==> config.mk <==
export PLATFORM = sky130hd
export DESIGN_NAME = power_retention_regs
export DESIGN_NICKNAME = d
export VERILOG_FILES = /design/src/core/power_retention_pkg.sv /design/src/core/power_retention_regs.sv /design/src/core/retained_word_store.sv
export SDC_FILE = /design/constraint.sdc
export NUM_CORES = 1
export LEC_CHECK = 0
export BUFFER_PORTS_ARGS = -buffer_cell sky130_fd_sc_hd__buf_2
export CAP_MARGIN = 20
export CORE_MARGIN = 1
export CORE_UTILIZATION = 55
export DETAILED_ROUTE_END_ITERATION = 10
export PLACE_DENSITY = 0.8
export SYNTH_ARGS = -nofsm -noshare
export SYNTH_HDL_FRONTEND = slang
export SYNTH_SLANG_ARGS = --single-unit
==> constraint.sdc <==
create_clock -name clk -period 4.73 [get_ports clk]
set_input_delay 0.473 -clock clk [delete_from_list [all_inputs] [get_ports clk]]
set_output_delay 0.473 -clock clk [all_outputs]
set_load 0.02 [all_outputs]
==> src/core/power_retention_pkg.sv <==
// Package for the power and retention register slice: offsets, fields, resets.
// Assumes a 32-bit Avalon-MM slave with byte addresses and word-aligned registers.
package power_retention_pkg;
  // Register byte offsets
  localparam logic [11:0] power_fail_config_offset          = 12'h510;
  localparam logic [11:0] retained_scratch_a_offset         = 12'h51c;
  localparam logic [11:0] retained_scratch_b_offset         = 12'h520;
  localparam logic [11:0] switcher_enable_stage_one_offset  = 12'h578;
  localparam logic [11:0] switcher_enable_stage_zero_offset = 12'h580;
  localparam logic [11:0] supply_mode_status_offset         = 12'h640;
  localparam logic [11:0] ram_bank_zero_power_offset        = 12'h900;
  localparam logic [11:0] bank_power_set_alias_offset       = 12'h904;
  localparam logic [11:0] bank_power_clear_alias_offset     = 12'h908;
  localparam logic [11:0] system_off_control_offset         = 12'h500;

  // Field positions, widths and counts
  localparam int hv_fail_threshold_lsb = 16;
  localparam int scratch_width         = 8;
  localparam int section_count         = 16;
  localparam int retention_lsb         = 16;

  // Reset values
  localparam logic [3:0]  hv_fail_threshold_reset = 4'h0;
  localparam logic [7:0]  scratch_reset           = 8'h00;
  localparam logic [15:0] section_power_reset     = 16'hffff;
  localparam logic [15:0] section_retention_reset = 16'h0000;

  // Trip level in tenths of a volt for code zero, and step per code
  localparam logic [5:0] hv_trip_base_decivolt = 6'h1b;
  localparam logic [5:0] hv_trip_step_decivolt = 6'h01;

  // Avalon slave phase
  typedef enum logic [1:0] {
    bus_idle   = 2'b01,
    bus_answer = 2'b10
  } bus_state_t;
endpackage : power_retention_pkg

==> src/core/power_retention_regs.sv <==
// Power management register slice with RAM section power and retention control.
// Assumes an Avalon-MM master on clk, supply mode and system-off pins from outside.
module power_retention_regs (
  input  wire logic        clk,
  input  wire logic        rst,
  input  wire logic [11:0] avs_address,
  input  wire logic        avs_read,
  input  wire logic        avs_write,
  input  wire logic [31:0] avs_writedata,
  input  wire logic [3:0]  avs_byteenable,
  output logic      [31:0] avs_readdata,
  output logic             avs_waitrequest,
  output logic      [1:0]  avs_response,
  input  wire logic        supply_on_hv_pin,
  input  wire logic        system_off_pin,
  output logic      [5:0]  hv_trip_decivolt,
  output logic             hv_trip_active,
  output logic             stage_one_switcher_on,
  output logic             stage_zero_switcher_on,
  output logic      [15:0] section_powered,
  output logic      [15:0] section_retained
);
  typedef struct packed {
    power_retention_pkg::bus_state_t bus;
    logic [31:0] readdata;
    logic        waitreq;
    logic [1:0]  response;
    logic        rd_scratch;
    logic [1:0]  hv_sync;
    logic [1:0]  off_sync;
    logic [3:0]  hv_fail_threshold;
    logic        stage_one;
    logic        stage_zero;
    logic [15:0] section_power_bit;
    logic [15:0] section_retention_bit;
    logic [5:0]  trip;
    logic        trip_active;
    logic        stage_one_out;
    logic        stage_zero_out;
    logic [15:0] powered_out;
    logic [15:0] retained_out;
  } regs_t;

  regs_t state;
  regs_t next_state;

  logic [7:0] scratch_rd;
  logic       scratch_wr;
  logic       scratch_wr_sel;
  logic [31:0] wmask;

  // Byte-enable expansion, used for the RAM bank power register and its set and clear aliases
  function automatic logic [31:0] lane_mask(input logic [3:0] be);
    lane_mask = {{8{be[3]}}, {8{be[2]}}, {8{be[1]}}, {8{be[0]}}};
  endfunction : lane_mask

  // Recognises the addresses this slice answers
  function automatic logic is_mapped(input logic [11:0] a);
    is_mapped = (a == power_retention_pkg::power_fail_config_offset)
             || (a == power_retention_pkg::retained_scratch_a_offset)
             || (a == power_retention_pkg::retained_scratch_b_offset)
             || (a == power_retention_pkg::switcher_enable_stage_one_offset)
             || (a == power_retention_pkg::switcher_enable_stage_zero_offset)
             || (a == power_retention_pkg::supply_mode_status_offset)
             || (a == power_retention_pkg::ram_bank_zero_power_offset)
             || (a == power_retention_pkg::bank_power_set_alias_offset)
             || (a == power_retention_pkg::bank_power_clear_alias_offset);
  endfunction : is_mapped

  assign wmask = lane_mask(avs_byteenable);

  // Scratch bytes live in the retained store; write only in idle phase
  assign scratch_wr = (state.bus == power_retention_pkg::bus_idle) && avs_write
                    && avs_byteenable[0]
                    && ((avs_address == power_retention_pkg::retained_scratch_a_offset)
                     || (avs_address == power_retention_pkg::retained_scratch_b_offset));
  assign scratch_wr_sel = (avs_address == power_retention_pkg::retained_scratch_b_offset);

  retained_word_store scratch_store (
    .clk     (clk),
    .rst     (rst),
    .wr_en   (scratch_wr),
    .wr_sel  (scratch_wr_sel),
    .wr_data (avs_writedata[7:0]),
    .rd_sel  (scratch_wr_sel),
    .rd_data (scratch_rd)
  );

  // Bus slave, register updates and registered outputs
  always_comb begin
    logic [31:0] bank_word;
    logic [31:0] rd;
    logic        hv_mode;
    logic        deep_off;
    bank_word  = {state.section_retention_bit, state.section_power_bit};
    rd         = 32'h0000_0000;
    hv_mode    = state.hv_sync[1];
    deep_off   = state.off_sync[1];
    next_state = state;

    // Two-flop synchronisers on the pins
    next_state.hv_sync  = {state.hv_sync[0], supply_on_hv_pin};
    next_state.off_sync = {state.off_sync[0], system_off_pin};

    case (state.bus)
      power_retention_pkg::bus_idle: begin
        next_state.waitreq = 1'b1;
        if (avs_write) begin
          // Reserved bits are dropped by masking to field width
          case (avs_address)
            power_retention_pkg::power_fail_config_offset: begin
              if (avs_byteenable[2]) begin
                next_state.hv_fail_threshold =
                  avs_writedata[power_retention_pkg::hv_fail_threshold_lsb +: 4];
              end
            end
            power_retention_pkg::switcher_enable_stage_one_offset: begin
              if (avs_byteenable[0]) begin
                next_state.stage_one = avs_writedata[0];
              end
            end
            power_retention_pkg::switcher_enable_stage_zero_offset: begin
              if (avs_byteenable[0]) begin
                next_state.stage_zero = avs_writedata[0];
              end
            end
            power_retention_pkg::ram_bank_zero_power_offset: begin
              bank_word = (bank_word & ~wmask) | (avs_writedata & wmask);
            end
            power_retention_pkg::bank_power_set_alias_offset: begin
              bank_word = bank_word | (avs_writedata & wmask);
            end
            power_retention_pkg::bank_power_clear_alias_offset: begin
              bank_word = bank_word & ~(avs_writedata & wmask);
            end
            default: begin
              bank_word = bank_word;
            end
          endcase
          next_state.section_power_bit     = bank_word[15:0];
          next_state.section_retention_bit =
            bank_word[power_retention_pkg::retention_lsb +: 16];
          next_state.response = is_mapped(avs_address) ? 2'b00 : 2'b10;
          next_state.bus      = power_retention_pkg::bus_answer;
          next_state.waitreq  = 1'b0;
        end else if (avs_read && !state.rd_scratch
                     && ((avs_address == power_retention_pkg::retained_scratch_a_offset)
                      || (avs_address == power_retention_pkg::retained_scratch_b_offset))) begin
          // Store read port is registered: hold one cycle so its data match the address
          next_state.rd_scratch = 1'b1;
        end else if (avs_read) begin
          case (avs_address)
            power_retention_pkg::power_fail_config_offset: begin
              rd[power_retention_pkg::hv_fail_threshold_lsb +: 4] = state.hv_fail_threshold;
            end
            power_retention_pkg::switcher_enable_stage_one_offset: begin
              rd[0] = state.stage_one;
            end
            power_retention_pkg::switcher_enable_stage_zero_offset: begin
              rd[0] = state.stage_zero;
            end
            power_retention_pkg::supply_mode_status_offset: begin
              rd[0] = hv_mode;
            end
            power_retention_pkg::ram_bank_zero_power_offset,
            power_retention_pkg::bank_power_set_alias_offset,
            power_retention_pkg::bank_power_clear_alias_offset: begin
              rd = bank_word;
            end
            default: begin
              rd = 32'h0000_0000;
            end
          endcase
          if (state.rd_scratch) begin
            rd = {24'h00_0000, scratch_rd};
          end
          next_state.rd_scratch = 1'b0;
          next_state.readdata = rd;
          next_state.response = is_mapped(avs_address) ? 2'b00 : 2'b10;
          next_state.bus      = power_retention_pkg::bus_answer;
          next_state.waitreq  = 1'b0;
        end
      end
      power_retention_pkg::bus_answer: begin
        // Answer stands one cycle, then back to idle
        next_state.waitreq    = 1'b1;
        next_state.rd_scratch = 1'b0;
        next_state.bus        = power_retention_pkg::bus_idle;
      end
      default: begin
        next_state.bus     = power_retention_pkg::bus_idle;
        next_state.waitreq = 1'b1;
      end
    endcase

    // Comparator trip level, applied only in high-voltage mode
    next_state.trip = power_retention_pkg::hv_trip_base_decivolt
                    + (power_retention_pkg::hv_trip_step_decivolt
                       * {2'b00, state.hv_fail_threshold});
    next_state.trip_active = hv_mode;

    next_state.stage_one_out  = state.stage_one;
    next_state.stage_zero_out = state.stage_zero;

    // System-off overrides power; retention of unpowered sections per bit
    next_state.powered_out  = deep_off ? 16'h0000 : state.section_power_bit;
    next_state.retained_out = next_state.powered_out
                            | state.section_retention_bit;
  end

  // State register; waitrequest high out of reset
  always_ff @(posedge clk or posedge rst) begin
    if (rst) begin
      state                       <= '0;
      state.bus                   <= power_retention_pkg::bus_idle;
      state.waitreq               <= 1'b1;
      state.hv_fail_threshold     <= power_retention_pkg::hv_fail_threshold_reset;
      state.section_power_bit     <= power_retention_pkg::section_power_reset;
      state.section_retention_bit <= power_retention_pkg::section_retention_reset;
      state.trip                  <= power_retention_pkg::hv_trip_base_decivolt;
      state.powered_out           <= power_retention_pkg::section_power_reset;
      state.retained_out          <= power_retention_pkg::section_power_reset;
    end else begin
      state <= next_state;
    end
  end

  assign avs_readdata           = state.readdata;
  assign avs_waitrequest        = state.waitreq;
  assign avs_response           = state.response;
  assign hv_trip_decivolt       = state.trip;
  assign hv_trip_active         = state.trip_active;
  assign stage_one_switcher_on  = state.stage_one_out;
  assign stage_zero_switcher_on = state.stage_zero_out;
  assign section_powered        = state.powered_out;
  assign section_retained       = state.retained_out;
endmodule : power_retention_regs

==> src/core/retained_word_store.sv <==
// Small retained register store: holds the two scratch bytes.
// Assumes writes come from the register slave on the same clock.
module retained_word_store (
  input  wire logic       clk,
  input  wire logic       rst,
  input  wire logic       wr_en,
  input  wire logic       wr_sel,
  input  wire logic [7:0] wr_data,
  input  wire logic       rd_sel,
  output logic      [7:0] rd_data
);
  typedef struct packed {
    logic [1:0][7:0] word;
    logic [7:0]      rd;
  } store_t;

  store_t state;
  store_t next_state;

  // Write port and registered read port
  always_comb begin
    next_state = state;
    if (wr_en) begin
      next_state.word[wr_sel] = wr_data;
    end
    next_state.rd = state.word[rd_sel];
  end

  // Only the power-on reset clears these, so they survive soft events
  always_ff @(posedge clk or posedge rst) begin
    if (rst) begin
      state <= '0;
    end else begin
      state <= next_state;
    end
  end

  assign rd_data = state.rd;
endmodule : retained_word_store

Yosys cells after proc, flatten, opt, wreduce, memory -nomap -nowiden

Index checks and enable logic that the tools add are counted.

Input port bits: 54
Output and inout bits: 76
Flip-flop bits (word level): 145
Logic and storage cells: 100

Bitwise operators: 10
Add/subtract/negate cells: 1
Muxes and demuxes: 22
Magnitude comparators: 2
Equality and inequality tests: 16
Reduce and logical (&&, ||, !) cells: 28

Operator list:

| kind                                                              | number |
|---|---|
| 32-bit AND                                                        | 3 |
| 32-bit one-hot mux with 3 select lines                            | 1 |
| 12-bit by 11-bit == test with 1-bit output, second input constant | 6 |
| 32-bit NOT                                                        | 2 |
| 32-bit OR                                                         | 2 |
| 38-bit 2-to-1 mux                                                 | 1 |
| 37-bit 2-to-1 mux                                                 | 1 |
| 12-bit == test, second input constant                             | 3 |
| 32-bit 2-to-1 mux                                                 | 1 |
| 8-bit 2-to-1 mux                                                  | 3 |
| 16-bit bitwise mux                                                | 1 |
| 16-bit 2-to-1 mux                                                 | 1 |
| 16-bit OR                                                         | 1 |
| 4-bit AND reduction                                               | 4 |
| 15-bit 2-to-1 mux                                                 | 1 |
| 12-bit 2-to-1 mux                                                 | 1 |
| 1-bit logical OR                                                  | 9 |
| 3-bit AND reduction                                               | 3 |
| 8-bit demux with 1-bit select                                     | 1 |
| 4-bit one-hot mux with 2 select lines                             | 1 |
| 5-bit by 4-bit adder with 6-bit output, first input constant      | 1 |
| 1-bit logical AND                                                 | 6 |
| 2-bit 2-to-1 mux                                                  | 3 |
| 3-bit inequality test, second input constant                      | 2 |
| 16 further kinds                                                  | 21 |

Logic depth before layout (Yosys ltp)

Gate-level depths: netlist (run 1).

Depth in word-level cells: 14
Mapped depth: 8
Mapped depth without buffers: 5

By module

From an unflattened synthesis (run 1), not the netlist that was laid out.

Cells, all modules: 584
Area, all modules: 6,503.7 sq um

By module, submodules not included:

| module               | area each (sq um) | instances | seq. area each (sq um) | cells an instance |
|---|---|---|---|---|
| power_retention_regs | 5,502.8           | 1         | 3,070.4                | 523 |
| retained_word_store  | 1,001.0           | 1         | 600.6                  | 61 |

Least setup slack after synthesis (run 1)

Ideal clock, no wire load.

Path type: input port to flip-flop
Start point: in avs_address[11]
End point: reg scratch_store.state[16] (netlist name)
Setup slack: 2.815 ns
Library setup time: 0.125 ns
Required time: 4.605 ns
Path buffers: 1
Stages: 5
Arrival: 1.790 ns
Path through: nor4bb_1 > buf_2 > nand4_4 > nor2_2 > mux2_2

Word-level cells in the longest chain between the ends: 6
Elaborated cells on any way between the ends: 10
Classes of those cells: 2 x order compare; 2 x eq/ne; 3 x mux; 3 x reduce/logical

Ends and longest elaborated chain:

| what                                                                                                                                    | RTL line                                               | RTL |
|---|---|---|
| from (decl)                                                                                                                             | power_retention_regs.sv:6                              | `input wire logic [11:0] avs_address,` |
| 12-bit by 11-bit == test with 1-bit output                                                                                              | power_retention_regs.sv:76, power_retention_regs.sv:77 |  |
| 1-bit by 2-bit less-than comparator with 1-bit output (implied by the code) / 1-bit greater-or-equal comparator (equally long branches) | retained_word_store.sv:24                              | `next_state.word[wr_sel] = wr_data;` |
| 1-bit logical AND (implied by the code)                                                                                                 | retained_word_store.sv:24                              |  |
| 8-bit 2-to-1 mux (implied by the code)                                                                                                  | retained_word_store.sv:24                              |  |
| 8-bit demux with 1-bit select                                                                                                           | -                                                      |  |
| 16-bit bitwise mux                                                                                                                      | retained_word_store.sv:24                              |  |
| to (signal assigned)                                                                                                                    | retained_word_store.sv:34                              | `state <= next_state;` |
| to (decl)                                                                                                                               | retained_word_store.sv:17                              | `store_t state;` |

Parallel ways exist; a longest one is shown, timed or not.
A chain may end at the register's enable or synchronous reset.

Worst setup path after layout (run 1)

Start point: in avs_address[10]
End point: reg state[52] (netlist name)

Word-level cells in the longest chain between the ends: 3
Elaborated cells on any way between the ends: 6
Classes of those cells: 3 x eq/ne; 1 x mux; 2 x reduce/logical

Ends and longest elaborated chain:

| what                                 | RTL line                    | RTL |
|---|---|---|
| 12-bit == test                       | power_retention_regs.sv:110 | `case (avs_address)` |
| 3-bit nonzero test (no source line)  | -                           |  |
| 3-bit AND reduction (no source line) | -                           |  |
| to (signal assigned)                 | power_retention_regs.sv:224 | `state <= next_state;` |
| to (decl)                            | power_retention_regs.sv:44  | `regs_t state;` |

Parallel ways exist; a longest one is shown, timed or not.

==> results of run 1 <==
## power groups by stage
stage | sequential [W] | combinational [W] | clock, W
after floorplan | 0.00131 | 0.000100 | 0
after global placement | 0.00132 | 0.000141 | 0
after detailed placement | 0.00132 | 0.000147 | 0
after CTS | 0.00130 | 0.000147 | 0.00131
after global routing | 0.00131 | 0.000162 | 0.00136
final | 0.00130 | 0.000146 | 0.00129
## worst max path at each step
| stage | start | end | slack, ns | cells after the start |
|---|---|---|---|---|
| after floorplan | rst | avs_readdata[0] | 0.48 | 1 |
| after global placement | avs_address[1] | avs_readdata[0] | 2.03 | 6 |
| after detailed placement | avs_address[1] | avs_readdata[0] | 1.93 | 6 |
| after CTS | avs_address[1] | avs_readdata[0] | 2.37 | 6 |
| after global routing | avs_address[1] | avs_readdata[0] | 2.17 | 6 |
| final | avs_address[10] | state[52] | 2.26 | 6 |
## synthesized netlist by cell type, types with 2 or more instances
cell type	instances
a21oi_1	9
a22o_1	52
a22oi_1	4
and2_1	3
and2b_1	3
and3_1	6
and3b_1	7
buf_2	10
buf_4	76
buf_6	3
clkbuf_1	7
dfrtp_1	90
dfstp_2	54
inv_1	11
mux2_2	30
nand2_1	16
nand3_1	5
nand4_1	6
nor2_1	5
nor2b_1	20
nor3_1	2
nor4b_1	2
nor4bb_1	3
o21ai_0	41
or2_2	16
xor2_1	2
## per-layer routing
metal  vias to the layer above  GRT usage [%]  share of wire [%]
met2                       192           37.3                 49
met3                        21           6.16                7.3
met1                      2008           29.3                 42
li1                       1820              -                  -
met5                         -              0                  0
met4                         0           7.82                1.3
## kinds of logic after synthesis
kind of cell | after synthesis | synth area share (%)
flip-flops | 144 | 58.3
adder cells (fa/ha/maj) | 1 | 0.199
AND/OR/NAND/NOR | 106 | 11.3
AO/OA/AOI/OAI | 113 | 12.6
buffers and inverters | 107 | 11.5
other | 1 | 0.0595
multiplexers | 32 | 5.70
XOR/XNOR | 3 | 0.417
## flip-flops by register name, indices dropped and copies added, names as in the netlist
register,cells
stage_one_switcher_on,1
section_powered,16
scratch_store.state,16
avs_response,1
section_retained,16
stage_zero_switcher_on,1
avs_waitrequest,1
avs_readdata,32
hv_trip_decivolt,6
hv_trip_active,1
state,40
next_state,5
scratch_store.rd_data,8
## cell type report
type	count	area (um2)
Timing Repair Buffer	131	667
Clock buffer	22	464
Sequential cell	144	3670
Multi-Input combinational cell	256	1910
Clock inverter	10	115
Inverter	11	46.3
Fill cell	844	3930
Tap cell	140	175
## cell usage in the layout (no fill, tap or decap), types with 2 or more instances in the layout
master and n:
nand3_1 5, nor2_1 5, mux2_2 30, or2_2 16, buf_2 128, and2b_1 3, clkbuf_8 2, a22oi_1 4
clkbuf_1 3, clkbuf_16 17, clkinv_2 2, inv_1 10, nor4bb_1 3, buf_4 2, clkinvlp_4 6, and3b_1 7
nand4_1 6, and3_1 6, nand2_1 16, a21oi_1 9, nor3_1 2, nor2b_1 20, xor2_1 2, dfstp_2 54
nor4b_1 2, dfrtp_1 90, o21ai_0 41, bufinv_16 2, a22o_1 52, and2_1 3
## stage by stage
| step | total power, W | area, um2 | utilization (%) |
|---|---|---|---|
| 6_report | 0.00274 | 7050 | 64.2 |
| 4_1_cts | 0.00276 | 7050 | 64.2 |
| 3_3_place_gp | 0.00146 | 6460 | 58.8 |
| 3_5_place_dp | 0.00147 | 6470 | 58.9 |
| 2_1_floorplan | 0.00141 | 6300 | - |
| 5_1_grt | 0.00283 | 7050 | 64.2 |
==> results.txt, run 1 <==
count of final setup violators: 0
Layout Nets: 616
Buf+Inv Stages, Crit Path: 1
largest cells by area after synthesis: dfrtp_1 (36%), dfstp_2 (23%), buf_4 (9.1%)
Post-CTS Setup Inserts: 0
clock transition at the registers of the reported paths: 0.06 ns
Worst Hold Depth: 1
final hold violation count: 0
Startpoint Class: primary input
synth warn: 0
Req. time, crit path: 5.07 ns
synthesized area per cell: 12.4 um2
number of synthesized flops with an enable pin: 0
Synth area leader: dfrtp_1
TNS Setup: 0 ns
Starting Density: 57.3%
Crit. End Element: register
syn_nets: 562
Clock Path Buffers: 2
Setup Skew: 0.0178 ns
Total GRT Usage: 22.8%
IO Port Bufs: 128
row cnt: 38
ANT cells: 0
Data arrival, critical path: 2.81 ns
Lkg Pwr: 3.51 nW
internal power: 0.00211 W
DR pass1 iterations: 4
first-pass GRT wire length: 20,100 um
worst r2r dst: state[52]
crit path max-delay cell type: nor2b_1
net switching power figure: 0.000628 W
Yosys top cell area share: 35.8%
dpl hpwl: 8880 um
Post-Synthesis Cells: 507
vias in the first global route: 3,920
CTS tree: yes
CP top delay family: simple AND/OR/NAND/NOR gates
initial antenna violation count: 0
status: complete, no violations
cell area after synthesis: 0.00630 mm2
dpl ws: 1.93 ns
Area growth syn-to-layout: 12.0%
largest net degree at the start of global routing: 102
DIE HEIGHT: 109 um
Vias: 4,041
Worst Max-Slew Pin Slew: 1.09 ns
initial drt markers: 214
cells on worst reg2reg path: 4
gp weighted congestion: 0.857
Final period util: 52.2%
Netlist cell types: 50
Post-DRT Antenna Nets: 0
Switching Fraction: 22.9%
Min-Delay Path Class: primary input to register
final hold slack: 0.165 ns
DRC Markers: 0
Reg power frac: 47.5%
Clock Tree Root: clkbuf_16
hold_buf cts: 0
clock latency on the worst-skew pair: 0.42 ns
die area: 0.0119 mm2
FF-to-FF Start: state[119]
headroom to the max-slew limit: 26.4%
Setup CP Type: primary input to register
asr flop ratio synth: 100%
Hold EP: next_state[82]
Top Ports: 130
Wirelength per Cell: 18.0 um
Max Clk Rate: 405 MHz
Non-Filler Instances: 714
R2R Setup Slk: 2.53 ns
Hold Startpoint: supply_on_hv_pin
placed insts: 682
min Tclk post-route: 2.47 ns
number of max-cap violations: 0
Comb power frac: 5.3%
Yosys reg bits: 144
post_cts resized: 0
Power Density: 389 mW/mm2
WL final: 12,800 um
H-tree Lvls: 4
die boundary width: 109 um
CTS Buf Count: 17
core area: 0.0110 mm2
Sink Count: 144
RSZ-0062 raised after global routing: false
Max Transition Viols Final: 0
min setup slack post-route: 2.26 ns
sequential share of the synthesized area: 58.3%
grt total ovfl: 0
Clock power frac: 47.2%
via/cell ratio: 5.66
crit-path cells: buf_2 > nor4bb_1 > and4b_4 > and3_1 > nor2b_1 > a22o_1
Worst path max stage delay: 0.64 ns
fraction of final layout cells sized beyond drive strength 1: 46.9%
Max IR drop VDD: 0.000334 V
Top FF cell, synth: dfrtp_1
CP max FO: 14
Power figures use the tool's default switching activity.
==> inputs of run 2 (changes only) <==
clock period = 2.6 ns   (was 4.73 ns; I/O delays follow)
==> run 2 against run 1 <==
Net effect: final cell count increased by 1.3%; critical path depth decreased by 1; hold slack got worse by 0.14 ns; utilization increased by 0.96 points; final area increased by 1.5%; non-clock buffer count increased by 9; combinational power increased by 110%; clock skew decreased by 0.0093 ns; setup slack got worse by 1.7 ns; clock-buffer cell count decreased by 2.
==> results.txt, run 2 (same netlist as run 1, synthesis figures left out) <==
core area: 0.0110 mm2
total chip power: 0.00504 W
largest net degree at the start of global routing: 49
vias in the first global route: 4,004
Vias: 4,013
Most flops, register: state
Data arrival, critical path: 2.25 ns
Wirelength per Cell: 17.5 um
H-tree Lvls: 4
Clock Tree Root: clkbuf_16
WL final: 12,700 um
DRC Markers: 0
gp weighted congestion: 0.843
Sink Count: 144
CTS Buf Count: 17
IO Port Bufs: 128
row cnt: 38
Clock Path Buffers: 2
Max Transition Viols Final: 0
Largest register FFs: 40
TNS Setup: 0 ns
DIE HEIGHT: 109 um
commonest non-fill, non-tap cell in the layout: buf_2
fraction of final layout cells sized beyond drive strength 1: 47.7%
clock latency on the worst-skew pair: 0.41 ns
cells on worst reg2reg path: 5
Top Ports: 130
die area: 0.0119 mm2
count of final setup violators: 0
CP top delay family: compound AO/OA/AOI/OAI gates
Worst Max-Slew Pin Slew: 1.04 ns
first-pass GRT wire length: 20,100 um
Final period util: 77.2%
clock transition at the registers of the reported paths: 0.06 ns
final hold violation count: 0
Finished Core Util: 65.2%
Setup CP Type: register to register
Worst path depth: 5
dpl hpwl: 9050 um
RSZ-0062 raised after global routing: false
Req. time, crit path: 2.85 ns
crit-path cells: nand4bb_1 > a41oi_1 > o21ai_4 > mux2i_1 > o31ai_1
Area growth syn-to-layout: 13.6%
commonest cells after routing, fill and taps aside: buf_2 (128), dfrtp_1 (90), dfstp_2 (54), a22o_1 (52), o21ai_0 (41)
Post-CTS Setup Inserts: 0
Worst path max stage delay: 0.54 ns
Crit. End Element: register
Total GRT Usage: 22.8%
Lkg Pwr: 3.57 nW
Post-DRT Antenna Nets: 0
via/cell ratio: 5.55
Power Density: 704 mW/mm2
Starting Density: 57.3%
Layout Nets: 625
DR pass1 iterations: 4
crit path max-delay cell type: dfstp_2
die boundary width: 109 um
grt total ovfl: 0
initial antenna violation count: 0
Min-Delay Path Class: primary input to asynchronous set/reset pin
CP max FO: 41
status: complete, no violations
Setup Skew: 0.00844 ns
ANT cells: 0
Max Clk Rate: 498 MHz
min Tclk post-route: 2.01 ns
headroom to the max-slew limit: 30.5%
Buf+Inv Stages, Crit Path: 0
Startpoint Class: register
Max IR drop VDD: 0.000421 V
CTS tree: yes
number of max-cap violations: 0
initial drt markers: 234
## run 2: final timing paths
path	to	slack, ns	start
max	avs_readdata[0]	0.59	state[119]
max in group asynchronous	avs_waitrequest	1.82	rst
min reg2reg	state[80]	0.35	next_state[80]
min in group clk	state[53]	0.09	avs_writedata[28]
max reg2reg	avs_readdata[0]	0.59	state[119]
min	avs_readdata[19]	0.03	rst
## run 2: repair_timing
| action | CTS | global route |
|---|---|---|
| gates resized for setup | 0 | 0 |
| hold buffers | 2 | 0 |
| endpoints found under the hold margin | 2 | 0 |
## run 2: layer usage
metal / vias to the layer above / routed length, um / track usage, %
met5: - / 0 / 0
met4: 0 / 123 / 10.6
met3: 14 / 802 / 4.90
met2: 146 / 6170 / 35.8
met1: 2021 / 5560 / 30.4
li1: 1832 / - / -
## run 2: area by class of cell
cell class | instances | area (um2)
Multi-Input combinational cell | 256 | 1910
Clock buffer | 20 | 457
Timing Repair Buffer | 140 | 761
Sequential cell | 144 | 3670
Inverter | 11 | 45.0
Tap cell | 140 | 175
Clock inverter | 12 | 135
Fill cell | 825 | 3830
## run 2: per-stage QoR
step / setup slack (ns) / instance area [um2] / hold slack, ns / cells
3_3_place_gp: 0.283 / 6550 / 0.334 / 689
4_1_cts: 0.573 / 7160 / 0.0339 / 723
2_1_floorplan: 0.579 / 6300 / 0.291 / 507
3_5_place_dp: 0.241 / 6550 / 0.337 / 689
6_report: 0.592 / 7160 / 0.0263 / 723
5_1_grt: 0.447 / 7160 / 0.0795 / 723
## run 2: where the power goes
| part | leakage (nW) | internal, W | switching [W] |
|---|---|---|---|
| logic | 1.50 | 0.000108 | 0.000204 |
| registers | 1.80 | 0.00230 | 0.0000454 |
| clock network | 0.279 | 0.00147 | 0.000913 |
==> inputs of run 3 (changes only) <==
ABC_AREA = 1   (was default)
CORE_UTILIZATION = 50   (was 55)
PLACE_DENSITY = 0.76   (was 0.8)
clock period = 1.8 ns   (was 2.6 ns; I/O delays follow)
==> run 3 against run 2 <==
Net effect: non-clock buffer count rose by 26; sequential power grew 49%; clock power is 62% higher; via count rose by 29%; largest cell class unchanged; highest routed layer unchanged.
==> results.txt, run 3 <==
Finished Core Util: 60.5%
fraction of final layout cells sized beyond drive strength 1: 31.8%
initial antenna violation count: 0
clock transition at the registers of the reported paths: 0.06 ns
Clock Path Buffers: 2
commonest non-fill, non-tap cell in the layout: nand2_1
Top FF cell, synth: dfrtp_1
number of synthesized flops with an enable pin: 0
Wirelength per Cell: 13.4 um
Sink Count: 144
die boundary width: 119 um
syn_nets: 847
Worst Max-Slew Pin Slew: 0.561 ns
Crit. End Element: register
core area: 0.0133 mm2
Hold Startpoint: avs_writedata[31]
final hold violation count: 0
Max Transition Viols Final: 0
RSZ-0062 raised after global routing: false
Layout Nets: 932
number of max-cap violations: 0
Post-DRT Antenna Nets: 0
initial drt markers: 392
Yosys reg bits: 144
synth cell count leaders: nand2_1 (261), dfrtp_1 (90), buf_4 (72)
gp weighted congestion: 0.896
Post-Synthesis Cells: 792
Max Clk Rate: 597 MHz
Starting Density: 51.4%
Clock Tree Root: clkbuf_16
vias in the first global route: 4,650
headroom to the max-slew limit: 62.6%
Post-DP Area: 0.00724 mm2
post_cts resized: 0
commonest cells after routing, fill and taps aside: nand2_1 (261), buf_2 (128), dfrtp_1 (90), nand3_1 (65), inv_1 (60)
min setup slack post-route: 0.124 ns
die area: 0.0141 mm2
count leader, synth: nand2_1
ANT cells: 0
via/cell ratio: 4.86
Top Ports: 130
Synth area leader: dfrtp_1
DRC Markers: 0
min Tclk post-route: 1.68 ns
grt total ovfl: 0
Data arrival, critical path: 1.98 ns
Final Instance Area: 0.00805 mm2
largest cells by area after synthesis: dfrtp_1 (33%), dfstp_2 (21%), nand2_1 (14%)
Lkg Pwr: 4.18 nW
Total GRT Usage: 21.8%
Setup Skew: 0.0125 ns
count of final setup violators: 0
multi-input logic area: 0.00222 mm2
Vias: 5,178
DR pass1 iterations: 7
largest net degree at the start of global routing: 108
status: complete, no violations
DIE HEIGHT: 119 um
Max IR drop VDD: 0.000688 V
Area growth syn-to-layout: 17.9%
CTS Buf Count: 17
placed insts: 1,019
row cnt: 42
H-tree Lvls: 4
WL final: 14,200 um
Non-Filler Instances: 1,066
synthesized area per cell: 8.62 um2
Req. time, crit path: 2.10 ns
Worst Setup SP: state[119]
dpl ws: 0.158 ns
Startpoint Class: register
asr flop ratio synth: 100%
Setup CP Type: register to register
Power Density: 1050 mW/mm2
dpl hpwl: 10,100 um
first-pass GRT wire length: 23,600 um
final hold slack: 0.0143 ns
Yosys top cell area share: 33.0%
synth warn: 0
Most flops, register: state
IO Port Bufs: 128
Min-Delay Path Class: primary input to register
cell area after synthesis: 0.00683 mm2
Final period util: 93.1%
clock latency on the worst-skew pair: 0.42 ns
Netlist cell types: 35
register area: 0.00367 mm2
CTS tree: yes
FF-to-FF Start: state[119]
Largest register FFs: 40
Filler cells: 1,087
sequential share of the synthesized area: 53.8%
CP max FO: 12
## run 3: cell types whose count changed in the layout (fill, tap and decap cells not counted), moves of 8 or more
cell / delta
nand2_1: +245
nand3_1: +60
a22o_1: -52
inv_1: +50
nor2_1: +37
mux2_2: -22
nor2b_1: -20
dlygate4sd3_1: +13
buf_4: +10
o21ai_1: +8
o21ai_2: +8
## run 3: worst paths after layout
kind                            depth (start not counted)  slack [ns]                       to
worst min-delay path                                    3        0.01                state[56]
min in group asynchronous                               4        0.45      hv_trip_decivolt[2]
worst max register to register                          9        0.12  scratch_store.state[22]
max in group asynchronous                               4        0.89     section_retained[13]
worst min register to register                          0        0.35           next_state[34]
worst max-delay path                                    9        0.12  scratch_store.state[22]
## run 3: stage by stage
stage,power (W),TNS [ns]
detailed placement,0.00461,0
global route,0.00876,0
finish,0.00843,0
global placement,0.00458,0
CTS,0.00849,0
floorplan,0.00433,-12.69
## run 3: worst max-delay path, cell delays in order, from the launching register on
cell and delay (ns):
dfstp_2 0.51, inv_1 0.05, nor2_2 0.10, nand2_1 0.08, inv_1 0.10, nand2_1 0.12, or2_1 0.26, buf_4 0.19
nand2_1 0.08, o21ai_2 0.05
## run 3: area by class of cell
cell class                 count  area share, %
multi-input combinational    481           27.6
clock buffer                  22           5.89
sequential                   144           45.6
clock inverter                10           2.25
inverter                      67           3.17
timing repair buffer         166           12.7
tap                          176           2.74
## run 3: what timing repair did
item                                    in CTS  in global routing
buffers inserted                             0                  0
endpoints found under the setup margin       0                  0
hold buffers                                15                  0
endpoints found under the hold margin      104                  0
## run 3: routing by layer
layer	vias up	global-route usage, %	share of wire (%)
li1	2585	-	-
met1	2428	31.4	47
met2	151	32.2	46
met3	14	5.46	5.8
met4	0	7.28	1.2
met5	-	0	0
## run 3: kinds of logic after synthesis
group | count (synthesis) | synth area share (%)
AOI/OAI and AO/OA | 67 | 5.81
xor gates and xnor gates | 2 | 0.257
adders and majority gates | 1 | 0.183
buffers and inverters | 167 | 13.7
DFF | 144 | 53.8
muxes | 9 | 1.47
other | 1 | 0.0549
and+or+nand+nor | 401 | 24.8
## run 3: power breakdown
group	leakage [nW]	total [W]	switching (W)	internal [W]
clock	0.320	0.00385	0.00129	0.00256
sequential	1.79	0.00351	0.0000988	0.00342
combinational	2.07	0.00107	0.000728	0.000338
